### config.mk
export PLATFORM = sky130hd
export DESIGN_NAME = flash_cmd_seq
export DESIGN_NICKNAME = d
export VERILOG_FILES = /design/src/design/flash_cmd_pkg.sv /design/src/design/axil_reg_port.sv /design/src/design/flash_cmd_seq.sv
export SDC_FILE = /design/constraint.sdc
export NUM_CORES = 1
export LEC_CHECK = 0
export BUFFER_PORTS_ARGS = -buffer_cell sky130_fd_sc_hd__buf_2
export CORE_MARGIN = 3
export CORE_UTILIZATION = 35
export CTS_BUF_LIST = sky130_fd_sc_hd__clkbuf_8
export CTS_CLUSTER_SIZE = 10
export DETAILED_ROUTE_END_ITERATION = 10
export PLACE_DENSITY_LB_ADDON = 0.2
export SETUP_SLACK_MARGIN = 0.05
export SKIP_CTS_REPAIR_TIMING = 1
export SLEW_MARGIN = 30
export SYNTH_ARGS = -nofsm -noshare
export SYNTH_HDL_FRONTEND = slang
export SYNTH_SLANG_ARGS = --single-unit
export TNS_END_PERCENT = 20
### constraint.sdc
create_clock -name sys_clk -period 3 [get_ports sys_clk]
set_clock_uncertainty 0.15 [all_clocks]
set_input_delay 0.6 -clock sys_clk [delete_from_list [all_inputs] [get_ports sys_clk]]
set_output_delay 0.6 -clock sys_clk [all_outputs]
set_load 0.1 [all_outputs]
### src/design/flash_cmd_pkg.sv
package flash_cmd_pkg;

    ////////////////////////////////////////////////////////////////////////
    // Register byte offsets
    localparam logic [7:0] STATUS_OFFSET = 8'h00;
    localparam logic [7:0] MASK_OFFSET = 8'h04;
    localparam logic [7:0] INDEX_OFFSET = 8'h08;
    localparam logic [7:0] PARAM_OFFSET = 8'h0c;
    localparam logic [7:0] SECURITY_OFFSET = 8'h10;

    ////////////////////////////////////////////////////////////////////////
    // Status field positions (mask register shares them)
    localparam int DONE_BIT = 7;
    localparam int ACC_ERR_BIT = 5;
    localparam int PROT_ERR_BIT = 4;
    localparam int VERR_BIT = 1;
    localparam int VUNC_BIT = 0;
    localparam logic [7:0] STATUS_W1C = 8'hb0;
    localparam logic [7:0] STATUS_RESET = 8'h80;
    localparam logic [7:0] MASK_RESET = 8'h00;

    // Security register field positions
    localparam int SEC_SECURED_BIT = 0;
    localparam int SEC_LOCKOUT_BIT = 1;
    localparam int SEC_KEY_EN_LSB = 2;

    ////////////////////////////////////////////////////////////////////////
    // Commands and their parameter word index at launch
    localparam logic [7:0] CMD_SECTOR_ERASE = 8'h0a;
    localparam logic [7:0] CMD_UNSECURE = 8'h0b;
    localparam logic [7:0] CMD_BACKDOOR_KEY = 8'h0c;
    localparam logic [2:0] IDX_SECTOR_ERASE = 3'h1;
    localparam logic [2:0] IDX_UNSECURE = 3'h0;
    localparam logic [2:0] IDX_BACKDOOR_KEY = 3'h4;
    localparam logic [2:0] IDX_RESET = 3'h0;
    localparam logic [2:0] IDX_LAST_WORD = 3'h4;
    localparam logic [1:0] KEY_ENABLED = 2'h2;

    // Commands allowed per mode: bit0 sector erase, bit1 unsecure, bit2 key
    localparam logic [2:0] ALLOW_NORMAL = 3'h5;
    localparam logic [2:0] ALLOW_SPECIAL = 3'h7;

    ////////////////////////////////////////////////////////////////////////
    // Program flash map: 128 KB at the top of the global space
    localparam logic [23:0] PFLASH_BASE = 24'hfe0000;
    localparam int SECTOR_LSB = 9;
    localparam int NUM_SECTORS = 256;

    // AXI responses
    localparam logic [1:0] RESP_OKAY = 2'h0;
    localparam logic [1:0] RESP_SLVERR = 2'h2;

    typedef enum logic [1:0] {
        ST_IDLE = 2'b00,
        ST_CHECK = 2'b01,
        ST_ERASE = 2'b10,
        ST_FINISH = 2'b11
    } seq_state_t;

endpackage : flash_cmd_pkg

### src/design/axil_reg_port.sv
`timescale 1ns/10ps
module axil_reg_port (
    input wire logic sys_clk,
    input wire logic reset,
    input wire logic [7:0] s_axi_awaddr,
    input wire logic s_axi_awvalid,
    output logic s_axi_awready,
    input wire logic [31:0] s_axi_wdata,
    input wire logic [3:0] s_axi_wstrb,
    input wire logic s_axi_wvalid,
    output logic s_axi_wready,
    output logic [1:0] s_axi_bresp,
    output logic s_axi_bvalid,
    input wire logic s_axi_bready,
    input wire logic [7:0] s_axi_araddr,
    input wire logic s_axi_arvalid,
    output logic s_axi_arready,
    output logic [31:0] s_axi_rdata,
    output logic [1:0] s_axi_rresp,
    output logic s_axi_rvalid,
    input wire logic s_axi_rready,
    output logic wr_en,
    output logic [7:0] wr_addr,
    output logic [31:0] wr_data,
    output logic [3:0] wr_strb,
    input wire logic wr_err,
    output logic [7:0] rd_addr,
    input wire logic [31:0] rd_data,
    input wire logic rd_err
);

    logic wr_take;
    logic rd_take;

    // Address and data are taken together, so no half-write is stored
    assign wr_take = s_axi_awvalid && s_axi_wvalid && !s_axi_bvalid
        && !s_axi_awready;
    assign rd_take = s_axi_arvalid && !s_axi_rvalid && !s_axi_arready;
    assign wr_en = wr_take;
    assign wr_addr = s_axi_awaddr;
    assign wr_data = s_axi_wdata;
    assign wr_strb = s_axi_wstrb;
    assign rd_addr = s_axi_araddr;

    ////////////////////////////////////////////////////////////////////////
    always_ff @(posedge sys_clk) begin
        if (reset) begin
            s_axi_awready <= 1'b0;
            s_axi_wready <= 1'b0;
            s_axi_bvalid <= 1'b0;
            s_axi_bresp <= flash_cmd_pkg::RESP_OKAY;
        end else begin
            s_axi_awready <= wr_take;
            s_axi_wready <= wr_take;
            if (wr_take) begin
                s_axi_bresp <= wr_err ? flash_cmd_pkg::RESP_SLVERR
                    : flash_cmd_pkg::RESP_OKAY;
            end
            // Response only after the address and data handshake edge
            if (s_axi_awready) begin
                s_axi_bvalid <= 1'b1;
            end else if (s_axi_bready) begin
                s_axi_bvalid <= 1'b0;
            end
        end
    end

    always_ff @(posedge sys_clk) begin
        if (reset) begin
            s_axi_arready <= 1'b0;
            s_axi_rvalid <= 1'b0;
            s_axi_rdata <= 32'h0;
            s_axi_rresp <= flash_cmd_pkg::RESP_OKAY;
        end else begin
            s_axi_arready <= rd_take;
            if (rd_take) begin
                s_axi_rdata <= rd_err ? 32'h0 : rd_data;
                s_axi_rresp <= rd_err ? flash_cmd_pkg::RESP_SLVERR
                    : flash_cmd_pkg::RESP_OKAY;
            end
            if (s_axi_arready) begin
                s_axi_rvalid <= 1'b1;
            end else if (s_axi_rready) begin
                s_axi_rvalid <= 1'b0;
            end
        end
    end

endmodule : axil_reg_port

### src/design/flash_cmd_seq.sv
// Decided for this implementation: the AXI4-Lite slave port and the register addresses.
`timescale 1ns/10ps
module flash_cmd_seq (
    input wire logic sys_clk,
    input wire logic reset,
    input wire logic [7:0] s_axi_awaddr,
    input wire logic s_axi_awvalid,
    output logic s_axi_awready,
    input wire logic [31:0] s_axi_wdata,
    input wire logic [3:0] s_axi_wstrb,
    input wire logic s_axi_wvalid,
    output logic s_axi_wready,
    output logic [1:0] s_axi_bresp,
    output logic s_axi_bvalid,
    input wire logic s_axi_bready,
    input wire logic [7:0] s_axi_araddr,
    input wire logic s_axi_arvalid,
    output logic s_axi_arready,
    output logic [31:0] s_axi_rdata,
    output logic [1:0] s_axi_rresp,
    output logic s_axi_rvalid,
    input wire logic s_axi_rready,
    input wire logic special_mode,
    input wire logic secure_at_reset,
    input wire logic [1:0] backdoor_key_enable_field,
    input wire logic [63:0] stored_key,
    input wire logic [255:0] protected_sectors,
    input wire logic eeprom_any_protected,
    output logic array_erase_req,
    output logic array_erase_all,
    output logic [23:0] array_erase_addr,
    input wire logic array_done,
    input wire logic array_verify_err,
    input wire logic array_verify_uncorr,
    output logic secured,
    output logic irq
);

    logic wr_en;
    logic [7:0] wr_addr;
    logic [31:0] wr_data;
    logic [3:0] wr_strb;
    logic wr_err;
    logic [7:0] rd_addr;
    logic [31:0] rd_data;
    logic rd_err;

    logic [7:0] flash_status_reg;
    logic [7:0] mask_reg;
    logic [2:0] param_word_index;
    logic [15:0] command_param_words [0:4];
    logic secure_reg;
    logic lockout_reg;
    flash_cmd_pkg::seq_state_t state_reg;

    logic launch;
    logic set_done;
    logic set_access_error_flag;
    logic set_protection_violation_flag;
    logic set_verr;
    logic set_vunc;
    logic release_sec;
    logic key_fail;
    logic start_erase;
    logic erase_all_next;

    logic [7:0] cmd_code;
    logic [23:0] glob_addr;
    logic [2:0] allow_mask;
    logic mode_ok;
    logic addr_valid;
    logic addr_aligned;
    logic [7:0] sector_sel;
    logic any_pflash_prot;
    logic [63:0] key_supplied;

    ////////////////////////////////////////////////////////////////////////
    axil_reg_port u_port (
        .sys_clk(sys_clk),
        .reset(reset),
        .s_axi_awaddr(s_axi_awaddr),
        .s_axi_awvalid(s_axi_awvalid),
        .s_axi_awready(s_axi_awready),
        .s_axi_wdata(s_axi_wdata),
        .s_axi_wstrb(s_axi_wstrb),
        .s_axi_wvalid(s_axi_wvalid),
        .s_axi_wready(s_axi_wready),
        .s_axi_bresp(s_axi_bresp),
        .s_axi_bvalid(s_axi_bvalid),
        .s_axi_bready(s_axi_bready),
        .s_axi_araddr(s_axi_araddr),
        .s_axi_arvalid(s_axi_arvalid),
        .s_axi_arready(s_axi_arready),
        .s_axi_rdata(s_axi_rdata),
        .s_axi_rresp(s_axi_rresp),
        .s_axi_rvalid(s_axi_rvalid),
        .s_axi_rready(s_axi_rready),
        .wr_en(wr_en),
        .wr_addr(wr_addr),
        .wr_data(wr_data),
        .wr_strb(wr_strb),
        .wr_err(wr_err),
        .rd_addr(rd_addr),
        .rd_data(rd_data),
        .rd_err(rd_err)
    );

    ////////////////////////////////////////////////////////////////////////
    // Address decode
    always_comb begin
        unique case (wr_addr)
            flash_cmd_pkg::STATUS_OFFSET,
            flash_cmd_pkg::MASK_OFFSET,
            flash_cmd_pkg::INDEX_OFFSET,
            flash_cmd_pkg::PARAM_OFFSET,
            flash_cmd_pkg::SECURITY_OFFSET: wr_err = 1'b0;
            default: wr_err = 1'b1;
        endcase
    end

    always_comb begin
        rd_err = 1'b0;
        rd_data = 32'h0;
        unique case (rd_addr)
            flash_cmd_pkg::STATUS_OFFSET: rd_data = {24'h0, flash_status_reg};
            flash_cmd_pkg::MASK_OFFSET: rd_data = {24'h0, mask_reg};
            flash_cmd_pkg::INDEX_OFFSET: rd_data = {29'h0, param_word_index};
            flash_cmd_pkg::PARAM_OFFSET: begin
                if (param_word_index <= flash_cmd_pkg::IDX_LAST_WORD) begin
                    rd_data = {16'h0, command_param_words[param_word_index]};
                end
            end
            flash_cmd_pkg::SECURITY_OFFSET: begin
                rd_data = {28'h0, backdoor_key_enable_field, lockout_reg,
                    secure_reg};
            end
            default: rd_err = 1'b1;
        endcase
    end

    ////////////////////////////////////////////////////////////////////////
    // Software writes; parameter words are frozen while a command runs
    // Writing one to the complete flag while it is set launches
    assign launch = wr_en && wr_strb[0]
        && (wr_addr == flash_cmd_pkg::STATUS_OFFSET)
        && wr_data[flash_cmd_pkg::DONE_BIT]
        && flash_status_reg[flash_cmd_pkg::DONE_BIT];

    always_ff @(posedge sys_clk) begin
        if (reset) begin
            mask_reg <= flash_cmd_pkg::MASK_RESET;
        end else if (wr_en && wr_strb[0]
                && wr_addr == flash_cmd_pkg::MASK_OFFSET) begin
            mask_reg <= wr_data[7:0];
        end
    end

    always_ff @(posedge sys_clk) begin
        if (reset) begin
            param_word_index <= flash_cmd_pkg::IDX_RESET;
        end else if (wr_en && wr_strb[0]
                && wr_addr == flash_cmd_pkg::INDEX_OFFSET
                && flash_status_reg[flash_cmd_pkg::DONE_BIT]) begin
            param_word_index <= wr_data[2:0];
        end
    end

    generate
        for (genvar w = 0; w < 5; w++) begin : g_word
            always_ff @(posedge sys_clk) begin
                if (reset) begin
                    command_param_words[w] <= 16'h0;
                end else if (wr_en && wr_addr == flash_cmd_pkg::PARAM_OFFSET
                        && flash_status_reg[flash_cmd_pkg::DONE_BIT]
                        && param_word_index == 3'(w)) begin
                    if (wr_strb[0]) begin
                        command_param_words[w][7:0] <= wr_data[7:0];
                    end
                    if (wr_strb[1]) begin
                        command_param_words[w][15:8] <= wr_data[15:8];
                    end
                end
            end
        end
    endgenerate

    ////////////////////////////////////////////////////////////////////////
    // Command decode and checks
    assign cmd_code = command_param_words[0][15:8];
    assign glob_addr = {command_param_words[0][7:0], command_param_words[1]};
    assign allow_mask = special_mode ? flash_cmd_pkg::ALLOW_SPECIAL
        : flash_cmd_pkg::ALLOW_NORMAL;
    assign addr_valid = glob_addr >= flash_cmd_pkg::PFLASH_BASE;
    assign addr_aligned = glob_addr[2:0] == 3'h0;
    assign sector_sel = glob_addr[flash_cmd_pkg::SECTOR_LSB +: 8];
    assign any_pflash_prot = |protected_sectors;
    assign key_supplied = {command_param_words[4], command_param_words[3],
        command_param_words[2], command_param_words[1]};

    always_comb begin
        unique case (cmd_code)
            flash_cmd_pkg::CMD_SECTOR_ERASE: mode_ok = allow_mask[0];
            flash_cmd_pkg::CMD_UNSECURE: mode_ok = allow_mask[1];
            flash_cmd_pkg::CMD_BACKDOOR_KEY: mode_ok = allow_mask[2];
            default: mode_ok = 1'b0;
        endcase
    end

    // One cycle of checks; only a clean erase reaches the array
    always_comb begin
        set_access_error_flag = 1'b0;
        set_protection_violation_flag = 1'b0;
        start_erase = 1'b0;
        erase_all_next = 1'b0;
        release_sec = 1'b0;
        key_fail = 1'b0;
        if (state_reg == flash_cmd_pkg::ST_CHECK) begin
            unique case (cmd_code)
                flash_cmd_pkg::CMD_SECTOR_ERASE: begin
                    if (param_word_index != flash_cmd_pkg::IDX_SECTOR_ERASE
                            || !mode_ok || !addr_valid || !addr_aligned) begin
                        set_access_error_flag = 1'b1;
                    end else if (protected_sectors[sector_sel]) begin
                        set_protection_violation_flag = 1'b1;
                    end else begin
                        start_erase = 1'b1;
                    end
                end
                flash_cmd_pkg::CMD_UNSECURE: begin
                    if (param_word_index != flash_cmd_pkg::IDX_UNSECURE
                            || !mode_ok) begin
                        set_access_error_flag = 1'b1;
                    end else if (any_pflash_prot || eeprom_any_protected) begin
                        set_protection_violation_flag = 1'b1;
                    end else begin
                        start_erase = 1'b1;
                        erase_all_next = 1'b1;
                    end
                end
                flash_cmd_pkg::CMD_BACKDOOR_KEY: begin
                    if (param_word_index != flash_cmd_pkg::IDX_BACKDOOR_KEY
                            || !mode_ok || lockout_reg
                            || backdoor_key_enable_field
                            != flash_cmd_pkg::KEY_ENABLED) begin
                        set_access_error_flag = 1'b1;
                    end else if (key_supplied == stored_key) begin
                        release_sec = 1'b1;
                    end else begin
                        set_access_error_flag = 1'b1;
                        key_fail = 1'b1;
                    end
                end
                default: set_access_error_flag = 1'b1;
            endcase
        end
    end

    assign set_verr = state_reg == flash_cmd_pkg::ST_ERASE && array_done
        && (array_verify_err || array_verify_uncorr);
    assign set_vunc = state_reg == flash_cmd_pkg::ST_ERASE && array_done
        && array_verify_uncorr;
    assign set_done = state_reg == flash_cmd_pkg::ST_FINISH;

    ////////////////////////////////////////////////////////////////////////
    // Sequencer
    always_ff @(posedge sys_clk) begin
        if (reset) begin
            state_reg <= flash_cmd_pkg::ST_IDLE;
        end else begin
            unique case (state_reg)
                flash_cmd_pkg::ST_IDLE: begin
                    if (launch) begin
                        state_reg <= flash_cmd_pkg::ST_CHECK;
                    end
                end
                flash_cmd_pkg::ST_CHECK: begin
                    state_reg <= start_erase ? flash_cmd_pkg::ST_ERASE
                        : flash_cmd_pkg::ST_FINISH;
                end
                flash_cmd_pkg::ST_ERASE: begin
                    if (array_done) begin
                        state_reg <= flash_cmd_pkg::ST_FINISH;
                    end
                end
                flash_cmd_pkg::ST_FINISH: begin
                    state_reg <= flash_cmd_pkg::ST_IDLE;
                end
            endcase
        end
    end

    // Erase request holds until the array reports done
    always_ff @(posedge sys_clk) begin
        if (reset) begin
            array_erase_req <= 1'b0;
            array_erase_all <= 1'b0;
            array_erase_addr <= 24'h0;
        end else if (start_erase) begin
            array_erase_req <= 1'b1;
            array_erase_all <= erase_all_next;
            array_erase_addr <= erase_all_next ? flash_cmd_pkg::PFLASH_BASE
                : {glob_addr[23:flash_cmd_pkg::SECTOR_LSB],
                   {flash_cmd_pkg::SECTOR_LSB{1'b0}}};
        end else if (array_done) begin
            array_erase_req <= 1'b0;
        end
    end

    ////////////////////////////////////////////////////////////////////////
    // Status: access and protection error flags are write-one-to-clear, set wins;
    // launch clears everything so a new command starts clean
    always_ff @(posedge sys_clk) begin
        if (reset) begin
            flash_status_reg <= flash_cmd_pkg::STATUS_RESET;
        end else if (launch) begin
            flash_status_reg <= 8'h0;
        end else begin
            if (wr_en && wr_strb[0]
                    && wr_addr == flash_cmd_pkg::STATUS_OFFSET) begin
                flash_status_reg <= flash_status_reg
                    & ~(wr_data[7:0] & flash_cmd_pkg::STATUS_W1C
                    & ~(8'(1) << flash_cmd_pkg::DONE_BIT));
            end
            if (set_done) begin
                flash_status_reg[flash_cmd_pkg::DONE_BIT] <= 1'b1;
            end
            if (set_access_error_flag) begin
                flash_status_reg[flash_cmd_pkg::ACC_ERR_BIT] <= 1'b1;
            end
            if (set_protection_violation_flag) begin
                flash_status_reg[flash_cmd_pkg::PROT_ERR_BIT] <= 1'b1;
            end
            if (set_verr) begin
                flash_status_reg[flash_cmd_pkg::VERR_BIT] <= 1'b1;
            end
            if (set_vunc) begin
                flash_status_reg[flash_cmd_pkg::VUNC_BIT] <= 1'b1;
            end
        end
    end

    always_ff @(posedge sys_clk) begin
        if (reset) begin
            irq <= 1'b0;
        end else begin
            irq <= |(flash_status_reg & mask_reg);
        end
    end

    ////////////////////////////////////////////////////////////////////////
    // Security state is taken from the strap in the reset cycles
    always_ff @(posedge sys_clk) begin
        if (reset) begin
            secure_reg <= secure_at_reset;
        end else if (release_sec) begin
            secure_reg <= 1'b0;
        end else if (state_reg == flash_cmd_pkg::ST_ERASE && array_done
                && array_erase_all && !array_verify_err
                && !array_verify_uncorr) begin
            secure_reg <= 1'b0;
        end
    end

    always_ff @(posedge sys_clk) begin
        if (reset) begin
            lockout_reg <= 1'b0;
        end else if (key_fail) begin
            lockout_reg <= 1'b1;
        end
    end

    always_ff @(posedge sys_clk) begin
        if (reset) begin
            secured <= 1'b1;
        end else begin
            secured <= secure_reg;
        end
    end

endmodule : flash_cmd_seq

==> flow_metrics.tcl <==
set metrics [dict create \
    largest_reg_flops 80 \
    violations "negative setup slack" \
    core-area_mm2 0.0289 \
    rsz0062_at_grt "true" \
    cts_made_buffers 17 \
    cp_max_fo 14 \
    max_cap_viol_count 0 \
    synth-simple-area-share_pct 23.4 \
    avgViaCountPerCell 5.68 \
    synth_area_leader_cell "edfxtp_1" \
    yosysUniqueCellTypes 63 \
    top_register "command_param_words" \
    cts_tree "yes" \
    start_kind "register" \
    synth.avg_cell_area_um2 10.5 \
    reg_top3 "command_param_words x80, u_port.s_axi_rdata x16, array_erase_addr x15" \
    vias 10600 \
    period_needed_ns 3.14 \
    endpoint_kind "register" \
    grt_max_degree 41 \
    hold_end "u_port.s_axi_rvalid" \
    regToRegSetupSlack_ns -0.14 \
    r2r_cells 9 \
    outcome "finished, violations left" \
    grt_pass1_wl_um 65400 \
    drt-total-wl_um 47000 \
    initial_utilization_pct 35.7 \
    gp_congestion 0.996 \
    fillers 2831 \
    clk_latency_ns 0.46 \
    synthCells 981 \
    synth_mux_area_share_pct 20.3 \
    synthToLayoutAreaGrowth_pct 35.9 \
    row_count 62 \
    synthesis.area_mm2 0.0103 \
    synth-main-ff-cell "edfxtp_1" \
    clock_tree.buffer_depth 2 \
    antenna_found_initial 13 \
    die_height_um 178 \
    synth_area_leaders "edfxtp_1, mux4_2, dfxtp_1, xnor2_1, and2_1" \
    hold_violations 0 \
    drc 0 \
    hold_depth 4 \
    slowest_delay_ns 0.54 \
    cts.sinks 144 \
    irDropWorstVdd_mv 0.249 \
    drive_above_1_share_pct 44.0 \
    holdCritStartpoint "s_axi_rready" \
    clock.fmax_mhz 318 \
    final_area_mm2 0.0140 \
    path_class "register to register" \
    post-route-worst-setup-slack_ns -0.141 \
    power_leakage_nw 5.60 \
    first_iter_violations 1068 \
    yosysSeqAreaShare_pct 35.8 \
    synthArstFlopShare_pct 0 \
    regArea_mm2 0.00369 \
    drv_slew 0 \
    required_ns 3.18 \
    tns_ns -0.701 \
    synth_seq_cells 144 \
    avgRoutedWirePerCell_um 25.2 \
    die_w_um 178 \
    power_density_mw_per_mm2 356 \
    first_pass_iters 6 \
    min_period_over_period_pct 105 \
    root_buffer "clkbuf_8" \
    startpoint "command_param_words[1][11]" \
    clk_pin_slew_ns 0.09 \
    synth_compound_area_share_pct 9.40 \
    yosysWarnings 0 \
    gr-total-overflow 0 \
    synth_xor_area_share_pct 5.44 \
    r2r-start "command_param_words[1][11]" \
    io_buffers 410 \
    grt_usage_pct 28.5 \
    cp_slowest_cell "or4_1" \
    die_area_mm2 0.0315 \
    yosys.area.top_type_share_pct 23.6 \
    worst-slew-pin-transition_ns 0.930 \
    maxSlewHeadroom_pct 37.9 \
    h-tree-depth 4 \
    crit_arrival_ns 3.32 \
    io_pins 456 \
    final_nets 1848 \
    setup_violations 17 \
    final_antenna_net_count 0 \
    hp-class "input port to register" \
    dpl.hpwl_um 38900 \
    synth_edf_count 81 \
    grt_pass1_vias 10300 \
    dp_slack_ns -0.239 \
    timing.rr.end "array_erase_addr[10]" \
    synth-adder-area-share_pct 0.607 \
    most-common-layout-cells "buf_2, nor2_1, and2_1, edfxtp_1" \
    crit_chain "buf_12 -> buf_4 -> mux4_2 -> nor2_1 -> nor4_1 -> o41ai_2 -> nand4_4 -> or4_1 -> o311ai_0" \
    multiInputGateArea_mm2 0.00633 \
    layout_commonest_cell "buf_2" \
    placed_area_mm2 0.0134 \
    synth_top_family_by_area "simple AND/OR/NAND/NOR gates" \
]
worst max-delay path, delay by kind of cell (launching register included):
family | cells | cell delay (ns)
buffers and inverters | 2 | 0.34
AND/OR/NAND/NOR | 4 | 0.95
AO/OA/AOI/OAI | 2 | 0.60
multiplexers | 1 | 0.52
flip-flops | 1 | 0.43
worst max path at each step:
stage | to | slack (ns) | depth (start not counted)
3_5_place_dp | command_param_words[2][10] | -0.24 | 9
5_1_grt | array_erase_addr[10] | -0.22 | 9
2_1_floorplan | command_param_words[1][0] | 0.09 | 7
4_1_cts | array_erase_addr[10] | -0.26 | 10
6_report | array_erase_addr[10] | -0.14 | 9
3_3_place_gp | array_erase_addr[10] | -0.20 | 9
synth_stat cells (all sizes together) (3+ instances only):
library cell	count
nor3	17
nor4b	3
ha	5
o211ai	6
nand3b	17
xnor2	64
nand2b	17
nand3	9
and3	3
o22ai	5
a22oi	27
o311ai	7
nand4	36
or4	11
clkbuf	28
a211oi	8
and2	86
mux2	3
o31a	8
nor3b	3
mux2i	35
or2	4
nand2	23
o21ai	6
edfxtp	81
nor2	93
nor4	80
buf	53
a21oi	40
nand4b	3
a22o	3
mux4	76
nor2b	13
a21o	7
inv	10
dfxtp	63
kinds of logic after synthesis:
logic type | Yosys count
compound gates | 138
xor+xnor | 64
flops | 144
mux | 114
buf+inv | 93
fa+ha+maj | 5
simple gates | 422
other cells | 1
cell type report:
class                      instances  share of cell area, %
sequential                       144                   26.4
inverter                          12                  0.322
clock buffer                      17                   1.67
timing repair buffer             510                   21.8
tap                              384                   3.43
clock inverter                    15                   1.14
multi-input combinational        771                   45.2
antenna                            9                  0.161
per-stage QoR:
| step | hold WS, ns | total power, mW | utilization, % | instances |
|---|---|---|---|---|
| floorplan | 0.286 | 2.87 | - | 1007 |
| global placement | 0.299 | 3.42 | 46.4 | 1814 |
| detailed placement | 0.307 | 3.42 | 46.4 | 1814 |
| CTS | 0.267 | 4.96 | 47.8 | 1846 |
| global route | 0.288 | 5.17 | 48.5 | 1858 |
| finish | 0.287 | 4.98 | 48.5 | 1862 |
where the power goes:
| group | switching [mW] | total, mW | internal, mW |
|---|---|---|---|
| clock network | 0.803 | 1.55 | 0.748 |
| logic | 0.751 | 1.25 | 0.502 |
| registers | 0.0501 | 2.18 | 2.13 |
per-layer routing:
layer / up-vias / track usage (%) / wire length [µm]
met4: 16 / 6.05 / 983
met5: - / 0 / 116
met3: 82 / 8.71 / 5110
li1: 4752 / - / -
met2: 569 / 42.5 / 20600
met1: 5150 / 40.7 / 20200
Power figures use the tool's default switching activity.
